File: src/shared/dmarnb_map.vh
// register map, field positions, reset values and mode codes of the engine
`ifndef DMARNB_MAP_VH
`define DMARNB_MAP_VH

// register byte offsets
`define DMARNB_OFF_ADDR_A   6'h00
`define DMARNB_OFF_IO_LOW   6'h04
`define DMARNB_OFF_COUNT_A  6'h08
`define DMARNB_OFF_ADDR_B   6'h0c
`define DMARNB_OFF_BLK_CNT  6'h10
`define DMARNB_OFF_A_CTRL   6'h14
`define DMARNB_OFF_B_CTRL   6'h18
`define DMARNB_OFF_STATUS   6'h1c

// a_control_register fields
`define DMARNB_A_ENABLE     7
`define DMARNB_A_SIZE       6
`define DMARNB_A_SRC_DIR    5
`define DMARNB_A_SRC_STEP   4
`define DMARNB_A_IRQ_EN     3
`define DMARNB_A_FINISHED   8

// b_control_register fields
`define DMARNB_B_PAIR_EN    7
`define DMARNB_B_AREA_SRC   6
`define DMARNB_B_DST_DIR    5
`define DMARNB_B_DST_STEP   4

// select codes
`define DMARNB_SEL_NORMAL   3'h6
`define DMARNB_SEL_BLOCK    3'h7
`define DMARNB_SEL_TXE      3'h4
`define DMARNB_SEL_RXF      3'h5
`define DMARNB_SEL_EXT_FALL 3'h6
`define DMARNB_SEL_EXT_LOW  3'h7
`define DMARNB_NSEL_BURST   3'h1
`define DMARNB_NSEL_FALL    3'h2
`define DMARNB_NSEL_LOW     3'h3
`define DMARNB_BSEL_FALL    3'h4

// reset values
`define DMARNB_RST_ADDR     24'h000000
`define DMARNB_RST_BYTE     8'h00
`define DMARNB_RST_HALF     16'h0000

`endif

File: src/rtl/dmarnb_sync.v
// two-flop synchroniser with falling-edge detect for request pins
`timescale 1ns/1ps
module dmarnb_sync #(
    parameter W = 1
) (
    // clocking
    input  wire         mclk,
    input  wire         srst,
    input  wire         ce,
    // pins and results
    input  wire [W-1:0] pin_in,
    output wire [W-1:0] lvl_out,
    output wire [W-1:0] fall_out
);
    genvar i;
    generate
        for (i = 0; i < W; i = i + 1)
        begin : g_bit
            reg s1_q;
            reg s2_q;
            reg s3_q;
            // idle level of an active-low pin is high
            always @(posedge mclk)
            begin
                if (srst)
                begin
                    s1_q <= 1'b1;
                    s2_q <= 1'b1;
                    s3_q <= 1'b1;
                end
                else if (ce)
                begin
                    s1_q <= pin_in[i];
                    s2_q <= s1_q;
                    s3_q <= s2_q;
                end
            end
            // edge taken only past the second flop
            assign lvl_out[i]  = s2_q;
            assign fall_out[i] = s3_q & ~s2_q & ce;
        end
    endgenerate
endmodule

File: src/rtl/dmarnb_engine.v
// repeat, normal and block transfer engine with ahb-lite registers
// What this block does
// - repeat: one unit per request, restore address and count after run
// - repeat: serial receive-full copies io to memory, else memory to io
// - repeat: live count byte drops per transfer, reloads from initial byte
// - repeat wrap: address minus signed step times initial count
// - repeat runs until enable cleared, no completion interrupt, resumes
// - io address is all-ones upper 16 bits over 8-bit low, never steps
// - repeat count is 8 bits; zero means 256 transfers
// - repeat triggers: timer 0-3, serial tx-empty, rx-full, external
// - normal: pair source and destination 24-bit, each steps or holds
// - normal: 16-bit count drops; at zero clear enable, stop, interrupt
// - normal: auto request from setup alone, or external request
// - cycle-steal frees bus per transfer; burst holds unless preempted
// - a select bits 1,1,0 choose normal mode on the pair
// - block: burst one block per request, size byte reloads at zero
// - b control area bit picks block area; 0 means destination
// - block area address returns to start at each block end
// - block counter drops per block; waits, or at zero ends
// - block triggers: timer 0-3 and external request only
//
// The address map and register access over AHB-Lite were decided locally.
`timescale 1ns/1ps
`include "dmarnb_map.vh"
module dmarnb_engine (
    // clocking
    input  wire        mclk,
    input  wire        srst,
    input  wire        ce,
    // ahb-lite slave
    input  wire        hsel,
    input  wire [31:0] haddr,
    input  wire [1:0]  htrans,
    input  wire        hwrite,
    input  wire [2:0]  hsize,
    input  wire [31:0] hwdata,
    input  wire        hready,
    output wire        hreadyout,
    output wire        hresp,
    output reg  [31:0] hrdata,
    // request sources
    input  wire [3:0]  timer_trig,
    input  wire        ser_txe,
    input  wire        ser_rxf,
    input  wire        dreq_n,
    // system bus master
    output wire        bus_req,
    input  wire        bus_grant,
    input  wire        hp_bus_req,
    output reg  [23:0] mem_addr,
    output wire        mem_rd,
    output wire        mem_wr,
    output reg         mem_word,
    output reg  [15:0] mem_wdata,
    input  wire [15:0] mem_rdata,
    input  wire        mem_ack,
    // completion
    output reg         done_irq
);
    localparam S_IDLE = 3'h0;
    localparam S_REQ  = 3'h1;
    localparam S_RD   = 3'h2;
    localparam S_WR   = 3'h3;
    localparam S_UPD  = 3'h4;

    reg [23:0] addr_a_q;
    reg [7:0]  io_low_q;
    reg [15:0] cnt_a_q;
    reg [23:0] addr_b_q;
    reg [15:0] blk_q;
    reg [7:0]  actl_q;
    reg        fin_q;
    reg [7:0]  bctl_q;
    reg [2:0]  state_q;
    reg        pend_q;
    reg        in_blk_q;
    reg        rx_dir_q;
    reg        wr_pend_q;
    reg [5:0]  wr_addr_q;

    wire       ext_lvl;
    wire       ext_fall;
    dmarnb_sync #(.W(1)) u_sync (
        .mclk     (mclk),
        .srst     (srst),
        .ce       (ce),
        .pin_in   (dreq_n),
        .lvl_out  (ext_lvl),
        .fall_out (ext_fall)
    );

    // mode decode from the select fields
    wire [2:0] asel   = actl_q[2:0];
    wire [2:0] bsel   = bctl_q[2:0];
    wire       pair   = bctl_q[`DMARNB_B_PAIR_EN];
    wire       m_rep  = ~pair;
    wire       m_norm = pair & (asel == `DMARNB_SEL_NORMAL);
    wire       m_blk  = pair & (asel == `DMARNB_SEL_BLOCK);
    wire       en     = actl_q[`DMARNB_A_ENABLE];
    wire       sz     = actl_q[`DMARNB_A_SIZE];

    // edge-type trigger events, latched as pending
    reg trig_ev;
    always @*
    begin
        trig_ev = 1'b0;
        if (m_rep)
        begin
            case (asel)
                3'h0, 3'h1, 3'h2, 3'h3: trig_ev = timer_trig[asel[1:0]];
                `DMARNB_SEL_TXE:        trig_ev = ser_txe;
                `DMARNB_SEL_RXF:        trig_ev = ser_rxf;
                `DMARNB_SEL_EXT_FALL:   trig_ev = ext_fall;
                default:                trig_ev = 1'b0;
            endcase
        end
        else if (m_norm)
            trig_ev = (bsel == `DMARNB_NSEL_FALL) & ext_fall;
        else if (m_blk)
        begin
            case (bsel)
                3'h0, 3'h1, 3'h2, 3'h3: trig_ev = timer_trig[bsel[1:0]];
                `DMARNB_BSEL_FALL:      trig_ev = ext_fall;
                default:                trig_ev = 1'b0;
            endcase
        end
    end

    // level and auto requests need no latch
    wire auto_rq = m_norm & (bsel[2:1] == 2'b00);
    wire low_rq  = ~ext_lvl & ((m_rep & asel == `DMARNB_SEL_EXT_LOW) |
                   (m_norm & bsel == `DMARNB_NSEL_LOW));
    wire run_rq  = en & (m_rep | m_norm | m_blk) &
                   (pend_q | auto_rq | low_rq | (m_blk & in_blk_q));
    wire take    = (state_q == S_REQ) & bus_grant;
    wire new_unit = take & ~(m_blk & in_blk_q);

    // address stepping by size and direction
    function [23:0] step_a;
        input [23:0] a;
        input        dir;
        input        wsz;
        begin
            if (dir)
                step_a = a - {22'h000000, wsz, ~wsz};
            else
                step_a = a + {22'h000000, wsz, ~wsz};
        end
    endfunction

    // undo a whole run: count zero stands for 256
    function [23:0] unwind;
        input [23:0] a;
        input        dir;
        input        wsz;
        input [7:0]  init;
        reg   [23:0] span;
        begin
            span = wsz ? {14'h0000, (init == 8'h00), init, 1'b0}
                       : {15'h0000, (init == 8'h00), init};
            unwind = dir ? a + span : a - span;
        end
    endfunction

    // repeat direction and fixed io address
    wire [23:0] io_addr = {16'hffff, io_low_q};
    // the unit being taken decides its own direction, not the last one
    wire        rx_now  = new_unit ? (asel == `DMARNB_SEL_RXF) : rx_dir_q;
    wire        to_mem  = m_rep & rx_now;
    wire [23:0] src     = m_rep ? (to_mem ? io_addr : addr_a_q) : addr_a_q;
    wire [23:0] dst     = m_rep ? (to_mem ? addr_a_q : io_addr) : addr_b_q;

    // next values for addresses and counters after one unit
    wire        sdir   = m_rep ? actl_q[`DMARNB_A_SRC_DIR]
                               : actl_q[`DMARNB_A_SRC_DIR];
    wire        sstep  = m_rep | actl_q[`DMARNB_A_SRC_STEP];
    wire        ddir   = bctl_q[`DMARNB_B_DST_DIR];
    wire        dstep  = bctl_q[`DMARNB_B_DST_STEP];
    wire [23:0] a_stp  = sstep ? step_a(addr_a_q, sdir, sz) : addr_a_q;
    wire [23:0] b_stp  = dstep ? step_a(addr_b_q, ddir, sz) : addr_b_q;
    wire [7:0]  hi_nx  = cnt_a_q[15:8] - 8'h01;
    wire [15:0] cnt_nx = cnt_a_q - 16'h0001;
    wire [15:0] blk_nx = blk_q - 16'h0001;
    wire        hi_end = (hi_nx == 8'h00);
    wire        area_s = bctl_q[`DMARNB_B_AREA_SRC];
    wire        burst_go = (m_norm & bsel == `DMARNB_NSEL_BURST &
                           cnt_nx != 16'h0000) |
                           (m_blk & ~hi_end);
    wire        nrm_end = m_norm & (cnt_nx == 16'h0000);
    wire        blk_end = m_blk & hi_end & (blk_nx == 16'h0000);

    // transfer sequencer
    always @(posedge mclk)
    begin
        if (srst)
            state_q <= S_IDLE;
        else if (ce)
        begin
            case (state_q)
                S_IDLE:
                    if (run_rq)
                        state_q <= S_REQ;
                S_REQ:
                    if (bus_grant)
                        state_q <= S_RD;
                S_RD:
                    if (mem_ack)
                        state_q <= S_WR;
                S_WR:
                    if (mem_ack)
                        state_q <= S_UPD;
                S_UPD:
                    // preemption drops the bus between units
                    if (burst_go & ~hp_bus_req & en)
                        state_q <= S_REQ;
                    else
                        state_q <= S_IDLE;
                default:
                    state_q <= S_IDLE;
            endcase
        end
    end

    // bus right held from request through update
    assign bus_req = (state_q != S_IDLE);
    assign mem_rd  = (state_q == S_RD);
    assign mem_wr  = (state_q == S_WR);

    // bus address and data registers
    always @(posedge mclk)
    begin
        if (srst)
        begin
            mem_addr  <= `DMARNB_RST_ADDR;
            mem_word  <= 1'b0;
            mem_wdata <= `DMARNB_RST_HALF;
            rx_dir_q  <= 1'b0;
        end
        else if (ce)
        begin
            if (take)
            begin
                mem_addr <= src;
                mem_word <= sz;
            end
            if (new_unit)
                rx_dir_q <= (asel == `DMARNB_SEL_RXF);
            if (mem_rd & mem_ack)
            begin
                mem_addr  <= dst;
                mem_wdata <= mem_rdata;
            end
        end
    end

    // pending edge request: an event wins over its own consumption
    always @(posedge mclk)
    begin
        if (srst)
            pend_q <= 1'b0;
        else if (ce)
            pend_q <= (pend_q & ~new_unit) | trig_ev;
    end

    // ahb-lite address phase capture
    wire ahb_go = hsel & htrans[1] & hready;
    wire ahb_wr = ahb_go & hwrite;
    assign hreadyout = 1'b1;
    assign hresp     = 1'b0;

    // read mux, unmapped reads as zero
    reg [31:0] rd_mux;
    always @*
    begin
        case (haddr[7:0])
            {2'b00, `DMARNB_OFF_ADDR_A}:  rd_mux = {8'h00, addr_a_q};
            {2'b00, `DMARNB_OFF_IO_LOW}:  rd_mux = {24'h000000, io_low_q};
            {2'b00, `DMARNB_OFF_COUNT_A}: rd_mux = {16'h0000, cnt_a_q};
            {2'b00, `DMARNB_OFF_ADDR_B}:  rd_mux = {8'h00, addr_b_q};
            {2'b00, `DMARNB_OFF_BLK_CNT}: rd_mux = {16'h0000, blk_q};
            {2'b00, `DMARNB_OFF_A_CTRL}:  rd_mux = {23'h000000, fin_q, actl_q};
            {2'b00, `DMARNB_OFF_B_CTRL}:  rd_mux = {24'h000000, bctl_q};
            {2'b00, `DMARNB_OFF_STATUS}:  rd_mux = {27'h0000000, state_q,
                                                   in_blk_q, pend_q};
            default:                      rd_mux = 32'h00000000;
        endcase
    end

    // read data latched at the address phase, write held to data phase
    always @(posedge mclk)
    begin
        if (srst)
        begin
            hrdata    <= 32'h00000000;
            wr_pend_q <= 1'b0;
            wr_addr_q <= 6'h00;
        end
        else if (ce)
        begin
            wr_pend_q <= ahb_wr & (haddr[31:6] == 26'h0000000);
            if (ahb_wr)
                wr_addr_q <= haddr[5:0];
            if (ahb_go & ~hwrite)
                hrdata <= (haddr[31:6] == 26'h0000000) ? rd_mux
                                                       : 32'h00000000;
        end
    end

    // out-of-range writes were dropped at their address phase
    wire wr_hit = wr_pend_q;
    wire upd    = (state_q == S_UPD);

    // software register writes win over engine updates of the same word
    always @(posedge mclk)
    begin
        if (srst)
        begin
            addr_a_q <= `DMARNB_RST_ADDR;
            io_low_q <= `DMARNB_RST_BYTE;
            cnt_a_q  <= `DMARNB_RST_HALF;
            addr_b_q <= `DMARNB_RST_ADDR;
            blk_q    <= `DMARNB_RST_HALF;
            actl_q   <= `DMARNB_RST_BYTE;
            bctl_q   <= `DMARNB_RST_BYTE;
            in_blk_q <= 1'b0;
        end
        else if (ce)
        begin
            if (new_unit & m_blk)
                in_blk_q <= 1'b1;
            if (upd & m_rep)
            begin
                // count and address restore, channel keeps running
                if (hi_end)
                begin
                    cnt_a_q[15:8] <= cnt_a_q[7:0];
                    addr_a_q <= unwind(a_stp, sdir, sz,
                                       cnt_a_q[7:0]);
                end
                else
                begin
                    cnt_a_q[15:8] <= hi_nx;
                    addr_a_q      <= a_stp;
                end
            end
            if (upd & m_norm)
            begin
                addr_a_q <= a_stp;
                addr_b_q <= b_stp;
                cnt_a_q  <= cnt_nx;
                if (nrm_end)
                    actl_q[`DMARNB_A_ENABLE] <= 1'b0;
            end
            if (upd & m_blk)
            begin
                addr_a_q <= a_stp;
                addr_b_q <= b_stp;
                cnt_a_q[15:8] <= hi_nx;
                if (hi_end)
                begin
                    cnt_a_q[15:8] <= cnt_a_q[7:0];
                    blk_q    <= blk_nx;
                    in_blk_q <= 1'b0;
                    if (area_s & sstep)
                        addr_a_q <= unwind(a_stp, sdir, sz,
                                           cnt_a_q[7:0]);
                    if (~area_s & dstep)
                        addr_b_q <= unwind(b_stp, ddir, sz,
                                           cnt_a_q[7:0]);
                    if (blk_nx == 16'h0000)
                        actl_q[`DMARNB_A_ENABLE] <= 1'b0;
                end
            end
            if (wr_hit)
            begin
                case (wr_addr_q)
                    `DMARNB_OFF_ADDR_A:  addr_a_q <= hwdata[23:0];
                    `DMARNB_OFF_IO_LOW:  io_low_q <= hwdata[7:0];
                    `DMARNB_OFF_COUNT_A: cnt_a_q  <= hwdata[15:0];
                    `DMARNB_OFF_ADDR_B:  addr_b_q <= hwdata[23:0];
                    `DMARNB_OFF_BLK_CNT: blk_q    <= hwdata[15:0];
                    // clearing enable just parks the state; set resumes
                    `DMARNB_OFF_A_CTRL:  actl_q   <= hwdata[7:0];
                    `DMARNB_OFF_B_CTRL:  bctl_q   <= hwdata[7:0];
                    default:             io_low_q <= io_low_q;
                endcase
            end
        end
    end

    // finished flag: completion set beats a software clear
    wire fin_set = upd & (nrm_end | blk_end);
    wire fin_clr = wr_hit & (wr_addr_q == `DMARNB_OFF_A_CTRL) &
                   ~hwdata[`DMARNB_A_FINISHED];
    always @(posedge mclk)
    begin
        if (srst)
        begin
            fin_q    <= 1'b0;
            done_irq <= 1'b0;
        end
        else if (ce)
        begin
            fin_q    <= fin_set | (fin_q & ~fin_clr);
            done_irq <= fin_q & actl_q[`DMARNB_A_IRQ_EN];
        end
    end
endmodule

File: config.mk
export PLATFORM = sky130hd
export DESIGN_NAME = dmarnb_engine
export DESIGN_NICKNAME = d
export VERILOG_FILES = /design/src/rtl/dmarnb_sync.v /design/src/rtl/dmarnb_engine.v
export VERILOG_INCLUDE_DIRS = /design/src /design/src/shared
export SDC_FILE = /design/constraint.sdc
export NUM_CORES = 1
export LEC_CHECK = 0
export ABC_AREA = 0
export BUFFER_PORTS_ARGS = -buffer_cell sky130_fd_sc_hd__buf_2
export CORE_MARGIN = 2
export CORE_UTILIZATION = 55
export CTS_CLUSTER_SIZE = 25
export DETAILED_ROUTE_END_ITERATION = 16
export PLACE_DENSITY = 0.75
export RECOVER_POWER = 50
export SLEW_MARGIN = 10
export SYNTH_ARGS = -nofsm -noshare
export SYNTH_HDL_FRONTEND = slang
export SYNTH_SLANG_ARGS = --single-unit
File: constraint.sdc
create_clock -name mclk -period 11.6 [get_ports mclk]
set_clock_uncertainty 0.15 [all_clocks]
set_input_delay 0.58 -clock mclk [delete_from_list [all_inputs] [get_ports mclk]]
set_output_delay 0.58 -clock mclk [all_outputs]
set_load 0.01 [all_outputs]
# Yosys cells after proc, flatten, opt, wreduce, memory -nomap -nowiden
# Index checks and enable logic that the tools add are counted.
[word_totals]
elab_cells = 221
mem_bits_ro = 0
mem_bits_rw = 0
mem_count = 0
in_bits = 101
latch_bits = 0
ff_bits = 195
[classes]
div_mod_pow = 0
n_mux = 65
add_sub_neg = 11
n_eq_ne = 32
n_lt_le_gt_ge = 2
n_reduce_logical = 25
n_bitwise = 63
multipliers = 0
shifts = 0
[op_table]
columns = ["cell", "n"]
rows = [
  ["24-bit 2-to-1 mux", 26],
  ["24-bit case mux with 8 select lines", 1],
  ["16-bit 2-to-1 mux", 7],
  ["24-bit by 2-bit adder with 24-bit output", 2],
  ["24-bit by 2-bit subtractor with 24-bit output", 2],
  ["1-bit AND", 41],
  ["8-bit 2-to-1 mux", 5],
  ["8-bit by 5-bit equality test with 1-bit output, second input constant", 4],
  ["16-bit logical NOT", 2],
  ["32-bit 2-to-1 mux", 1],
  ["16-bit by 1-bit subtractor with 16-bit output, second input constant", 2],
  ["26-bit logical NOT", 1],
  ["24-bit by 10-bit adder with 24-bit output", 1],
  ["24-bit adder", 1],
  ["8-bit logical NOT", 3],
  ["24-bit by 10-bit subtractor with 24-bit output", 1],
  ["24-bit subtractor", 1],
  ["3-bit by 2-bit equality test with 1-bit output, second input constant", 6],
  ["3-bit equality test, second input constant", 6],
  ["6-bit by 5-bit equality test with 1-bit output, second input constant", 3],
  ["8-bit by 4-bit equality test with 1-bit output, second input constant", 2],
  ["16-bit nonzero test", 1],
  ["1-bit 2-to-1 mux", 15],
  ["3-bit case mux with 5 select lines", 1],
  ["24 further kinds", 63],
]

# Longest topological paths before layout
[logic_depth]
word_depth = 12
mapped_depth = 26
mapped_depth_nobuf = 24

# Modules after synthesis
# From an unflattened synthesis, not the netlist that was laid out.
[unflattened]
cells_unflattened = 2249
area_unflattened_um2 = 16402.0
[by_module_without_submodules]
columns = ["module", "seq_area_each_um2", "area_each_um2", "cells_each", "instances"]
rows = [
  ["dmarnb_engine", 3683.5, 16286.9, 2239, 1],
  ["dmarnb_sync", 60.1, 115.1, 10, 1],
]

# Worst setup path after synthesis
# OpenSTA, ideal clock, no wires.
[synth_path]
kind = "register -> register"
from = "register bctl_q[5]"
to = "register addr_b_q[23]"
period_less_slack_ns = 5.776
n_path_buf = 2
setup_slack_ns = 5.824
t_arrival_ns = 5.505
path_stages_with_launch = 24
path_cell_list = "dfxtp_1 > clkbuf_1 > buf_1 > nand2_1 > fa_1 > nor2b_1 > o21ai_0 > a21boi_0 > o211a_1 > nor2_1 > o21ai_0 > xor2_1 > mux2_2 > ha_1 > a21o_1 > a21o_1 > a21o_1 > nand3b_1 > a41oi_1 > o211a_1 > a211oi_1 > or4_1 > a31oi_1 > nor3_1"
[synth_via]
elab_chain_cells = 9
elab_cells_between_ends = 11
[synth_lines]
columns = ["element", "line", "text"]
rows = [
  ["start: declaration", "dmarnb_engine.v:73", "reg [7:0] bctl_q;"],
  ["start signal: assignment", "dmarnb_engine.v:324", "bctl_q <= `DMARNB_RST_BYTE;"],
  ["start signal: assignment", "dmarnb_engine.v:384", "`DMARNB_OFF_B_CTRL: bctl_q <= hwdata[7:0];"],
  ["24-bit 2-to-1 mux", "dmarnb_engine.v:144", "if (dir)"],
  ["24-bit 2-to-1 mux", "dmarnb_engine.v:180", "wire [23:0] b_stp = dstep ? step_a(addr_b_q, ddir, sz) : addr_b_q;"],
  ["24-bit by 10-bit subtractor with 24-bit output or 24-bit by 10-bit adder with 24-bit output (tied branches)", "dmarnb_engine.v:161", "unwind = dir ? a + span : a - span;"],
  ["24-bit 2-to-1 mux", "dmarnb_engine.v:161", ""],
  ["24-bit 2-to-1 mux", "dmarnb_engine.v:367", "if (~area_s & dstep)"],
  ["24-bit 2-to-1 mux", "dmarnb_engine.v:359", "if (hi_end)"],
  ["24-bit 2-to-1 mux (*)", "dmarnb_engine.v:354", "if (upd & m_blk)"],
  ["24-bit 2-to-1 mux", "dmarnb_engine.v:376", "case (wr_addr_q)"],
  ["24-bit 2-to-1 mux (*)", "dmarnb_engine.v:374", "if (wr_hit)"],
  ["end signal: assignment", "dmarnb_engine.v:357", "addr_b_q <= b_stp;"],
  ["end signal: assignment", "dmarnb_engine.v:368", "addr_b_q <= unwind(b_stp, ddir, sz,"],
  ["end signal: assignment", "dmarnb_engine.v:380", "`DMARNB_OFF_ADDR_B: addr_b_q <= hwdata[23:0];"],
  ["end: declaration", "dmarnb_engine.v:69", "reg [23:0] addr_b_q;"],
]
# Mark *: on every way between the ends. The rest lies on a longest branch, timed or not.
# A chain may end at the register's enable or synchronous reset.

# Worst setup path after layout
[layout_path]
from = "register actl_q[5]"
to = "register addr_a_q[23]"
[layout_via]
elab_chain_cells = 10
elab_cells_between_ends = 13
[layout_lines]
columns = ["element", "line", "text"]
rows = [
  ["start: declaration", "dmarnb_engine.v:71", "reg [7:0] actl_q;"],
  ["start signal: assignment", "dmarnb_engine.v:323", "actl_q <= `DMARNB_RST_BYTE;"],
  ["start signal: assignment", "dmarnb_engine.v:383", "`DMARNB_OFF_A_CTRL: actl_q <= hwdata[7:0];"],
  ["24-bit 2-to-1 mux", "dmarnb_engine.v:144", ""],
  ["24-bit 2-to-1 mux", "dmarnb_engine.v:179", "wire [23:0] a_stp = sstep ? step_a(addr_a_q, sdir, sz) : addr_a_q;"],
  ["24-bit subtractor or 24-bit adder (tied branches)", "dmarnb_engine.v:161", ""],
  ["24-bit 2-to-1 mux", "dmarnb_engine.v:161", ""],
  ["24-bit 2-to-1 mux", "dmarnb_engine.v:334", "if (hi_end)"],
  ["24-bit 2-to-1 mux", "dmarnb_engine.v:331", "if (upd & m_rep)"],
  ["24-bit 2-to-1 mux", "dmarnb_engine.v:346", "if (upd & m_norm)"],
  ["24-bit 2-to-1 mux (*)", "dmarnb_engine.v:354", ""],
  ["24-bit 2-to-1 mux", "dmarnb_engine.v:376", ""],
  ["24-bit 2-to-1 mux (*)", "dmarnb_engine.v:374", ""],
  ["end signal: assignment", "dmarnb_engine.v:348", "addr_a_q <= a_stp;"],
  ["end signal: assignment", "dmarnb_engine.v:356", "addr_a_q <= a_stp;"],
  ["end signal: assignment", "dmarnb_engine.v:377", "`DMARNB_OFF_ADDR_A: addr_a_q <= hwdata[23:0];"],
  ["end: declaration", "dmarnb_engine.v:66", "reg [23:0] addr_a_q;"],
]
# Marks and branches as above.

==> summary.md <==
| Metric | Value |
|---|---|
| Maximum clock rate | 0.157 GHz |
| Filler cell count in the final layout | 2864 |
| Syn Area/Cell | 7.18 µm² |
| Die outline height | 177 µm |
| Weighted congestion at the end of routability-driven global placement | 0.984 |
| First-pass GRT wire length | 93200 µm |
| Total clock sinks | 187 |
| Number of global-route vias before repair | 16.6k |
| Class of the most critical setup path | reg -> reg |
| Share of layout cells above drive strength 1 | 8.26% |
| Share of power burned in registers | 46.7% |
| Post-synth EDFFs | 0 |
| Proportion of power drawn by the clock network | 43.6% |
| Synth Cell Area | 16500 µm² |
| Period utilization | 54.9% |
| Status | complete, but fails checks |
| Global routing usage summed across all routing layers | 38.1% |
| Clk root buf | clkbuf_16 |
| Cell total after placement | 2718 |
| Final setup fails | 0 |
| Relative max-transition margin | -88.0% |
| Final critical path time including I/O delays and setup | 6.37 ns |
| Required time reported for the critical path endpoint | 11.81 ns |
| Placeable core region | 29600 µm² |
| Syn. warnings | 0 |
| Synth area leader | dfxtp_1 |
| Power Total | 1400 µW |
| Largest net degree at the start of global routing | 102 |
| Final Net Count | 2551 |
| Number of synthesized register bits | 187 |
| Global route total overflow | 0 |
| Drt first-iter violations | 2545 |
| Post-CTS sizing | 0 |
| Power density over cell area | 78.4 nW/µm² |
| Hold violation total from the final report | 0 |
| Max-cap violation count | 3 |
| Clk pin slew, worst setup/hold paths | 0.07 ns |
| Starting density of the core | 55.7% |
| Sum of net half-perimeters after detailed placement | 44800 µm |
| Port Buffers | 157 |
| Aggregate routed wire length | 61500 µm |
| Average wire length per cell after detail routing | 22.3 µm |
| Logic gate share of total power | 9.7% |
| Portion of the post-synthesis area used by sequential elements | 22.7% |
| Via count normalized by instance count | 6.69 |
| Distinct cell type count of the synthesized netlist | 88 |
| Sequential Area | 3740 µm² |
| Post-synth top area share | 22.7% |
| Share of flip-flops with an asynchronous set or reset | 0% |
| Clock latency at the later pin of the worst-skew pair | 0.46 ns |
| Leading cell types in the layout, fill and taps excluded | nor2_1 (313), nand2_1 (259), a21oi_1 (214) |
| Nature of the critical path endpoint | register |
| Worst-case clock buffer depth | 2 |
| Antenna-violating nets left | 0 |
| Post-Route Setup TNS | 0 ns |
| DRC | 0 |
| Top cells by area, synth | dfxtp_1 (23%), ha_1 (7.5%), nor2_1 (7.2%) |
| Worst hold slack | 0.202 ns |
| CTS tree | yes |
| Maximum fanout along the worst path | 53 |
| Count of pins over their slew limit | 135 |
| RSZ-0062 raised after global routing | no |
| Worst-Margin Slew | 2.82 ns |
| Dominant synthesized flop cell | dfxtp_1 |
| First-pass DRT Iterations | 6 |
| Post-layout instance count excluding filler cells | 2752 |
| Post-CTS repair timing setup buffer count | 0 |
| Row count | 63 |
| Quantity of hold-fixing buffers added after cts | 0 |
| Number of instances in the synthesized netlist | 2302 |
| Worst Setup Start Kind | register |
| Internal power | 1000 µW |
| Initial antenna violation count | 0 |
| DIE WIDTH | 177 µm |
| Number of I/O pins | 180 |
| Static leakage | 0.00696 µW |
| Sw Ratio | 28.2% |
| Violated checks | capacitance limit, slew limit |
| Area of the multi-input gates | 12000 µm² |
| Die area | 31400 µm² |
| Net switching component of the power | 396 µW |
| Via count | 18.4k |
| Number of buffers added by the clock tree synthesis step | 17 |
| Hold crit path type | in -> reg |
| Worst vdd ir | 0.000108 V |
| Data arrival at the endpoint of the critical path | 6.58 ns |
| Layout overhead on the synthesized area | 8.18% |
| Max H-tree Level | 4 |
| Most common library cell in the layout ignoring fill and taps | nor2_1 |
[critical path, cell delays in order (launching register included)]
cell,delay [ns]
dfxtp_2,1.07
ha_1,0.44
a2111oi_0,0.78
a21oi_1,0.18
xnor2_1,0.17
o21ai_0,0.39
ha_1,0.38
a21oi_1,0.18
nor2b_1,0.06
a311oi_1,0.55
a211oi_1,0.25
o31ai_1,0.50
or4b_1,0.49
o311ai_1,0.13
nor3_1,0.10
nand3b_1,0.18
a211oi_1,0.28
[stage by stage]
stage	utilization (%)	instance area, µm²	setup WS (ns)
6_report	60.3	17900	5.23
5_1_grt	60.3	17900	4.85
4_1_cts	60.6	18000	5.37
3_5_place_dp	58.6	17400	5.40
3_3_place_gp	58.6	17400	5.56
2_1_floorplan	-	16500	5.82
[final cells by class]
cell class	instances	area share, %
Multi-Input combinational cell	1907	67.0
Tap cell	390	2.73
Clock buffer	18	2.46
Inverter	55	1.16
Clock inverter	14	0.861
Antenna cell	2	0.0280
Timing Repair Buffer	179	4.80
Sequential cell	187	21.0
[metal layers]
metal	share of wire, %	track usage (%)	wire length [µm]	vias to the layer above
met2	42	57.7	26100	1102
met1	41	51.4	25100	8631
li1	-	-	-	8525
met5	0	0	0	-
met3	12	9.19	7670	164
met4	4.3	16.6	2650	0
[cell families after synthesis]
kind of cell	share of synthesized area, %
other	0.0455
buffers and inverters	5.29
multiplexers	5.43
AND/OR/NAND/NOR	22.8
adder cells (fa/ha/maj)	7.98
AO/OA/AOI/OAI	30.9
flip-flops	22.7
XOR/XNOR	4.88
[flip-flops by register name, summed over array words and instances, names as in the netlist, 3 cells and up]
register   count
actl_q         8
addr_a_q      24
addr_b_q      24
bctl_q         8
blk_q         16
cnt_a_q       16
hrdata        24
io_low_q       8
mem_addr      24
mem_wdata     16
state_q        3
wr_addr_q      6
[worst paths after layout]
kind	depth (start not counted)	slack [ns]	start	endpoint
worst max-delay path	16	5.23	actl_q[5]	addr_a_q[23]
worst min-delay path	3	0.20	dreq_n	u_sync.g_bit[0].s1_q
worst max register to register	16	5.23	actl_q[5]	addr_a_q[23]
worst min register to register	2	0.31	mem_wdata[0]	mem_wdata[0]
[power by group through the flow]
stage	sequential, µW	clock (µW)	combinational [µW]
2_1_floorplan	664	0	85.5
3_3_place_gp	668	0	129
3_5_place_dp	669	0	131
4_1_cts	654	608	132
5_1_grt	654	637	146
6_report	654	610	136
[cells in the mapped netlist, drive strengths merged (6+ instances only)]
cell type	number
or2	14
nand3	34
ha	99
a31oi	24
a211o	7
nand3b	11
nand4	6
a22oi	54
inv	54
xor2	32
dfxtp	187
or3	28
a21o	38
mux2	23
clkbuf	126
buf	35
xnor2	60
nor3b	7
nor2	316
a2111oi	23
o211ai	21
and3	8
a211oi	59
a21boi	8
a222oi	15
a221o	8
o21ai	181
nor2b	19
and2	11
o21bai	8
nand2b	39
mux2i	57
o31ai	13
a221oi	18
nor3	42
nand2	259
a21oi	214
o22ai	20
nor4	20
a41oi	6
o21a	11
(Power assumes the default switching activity.)
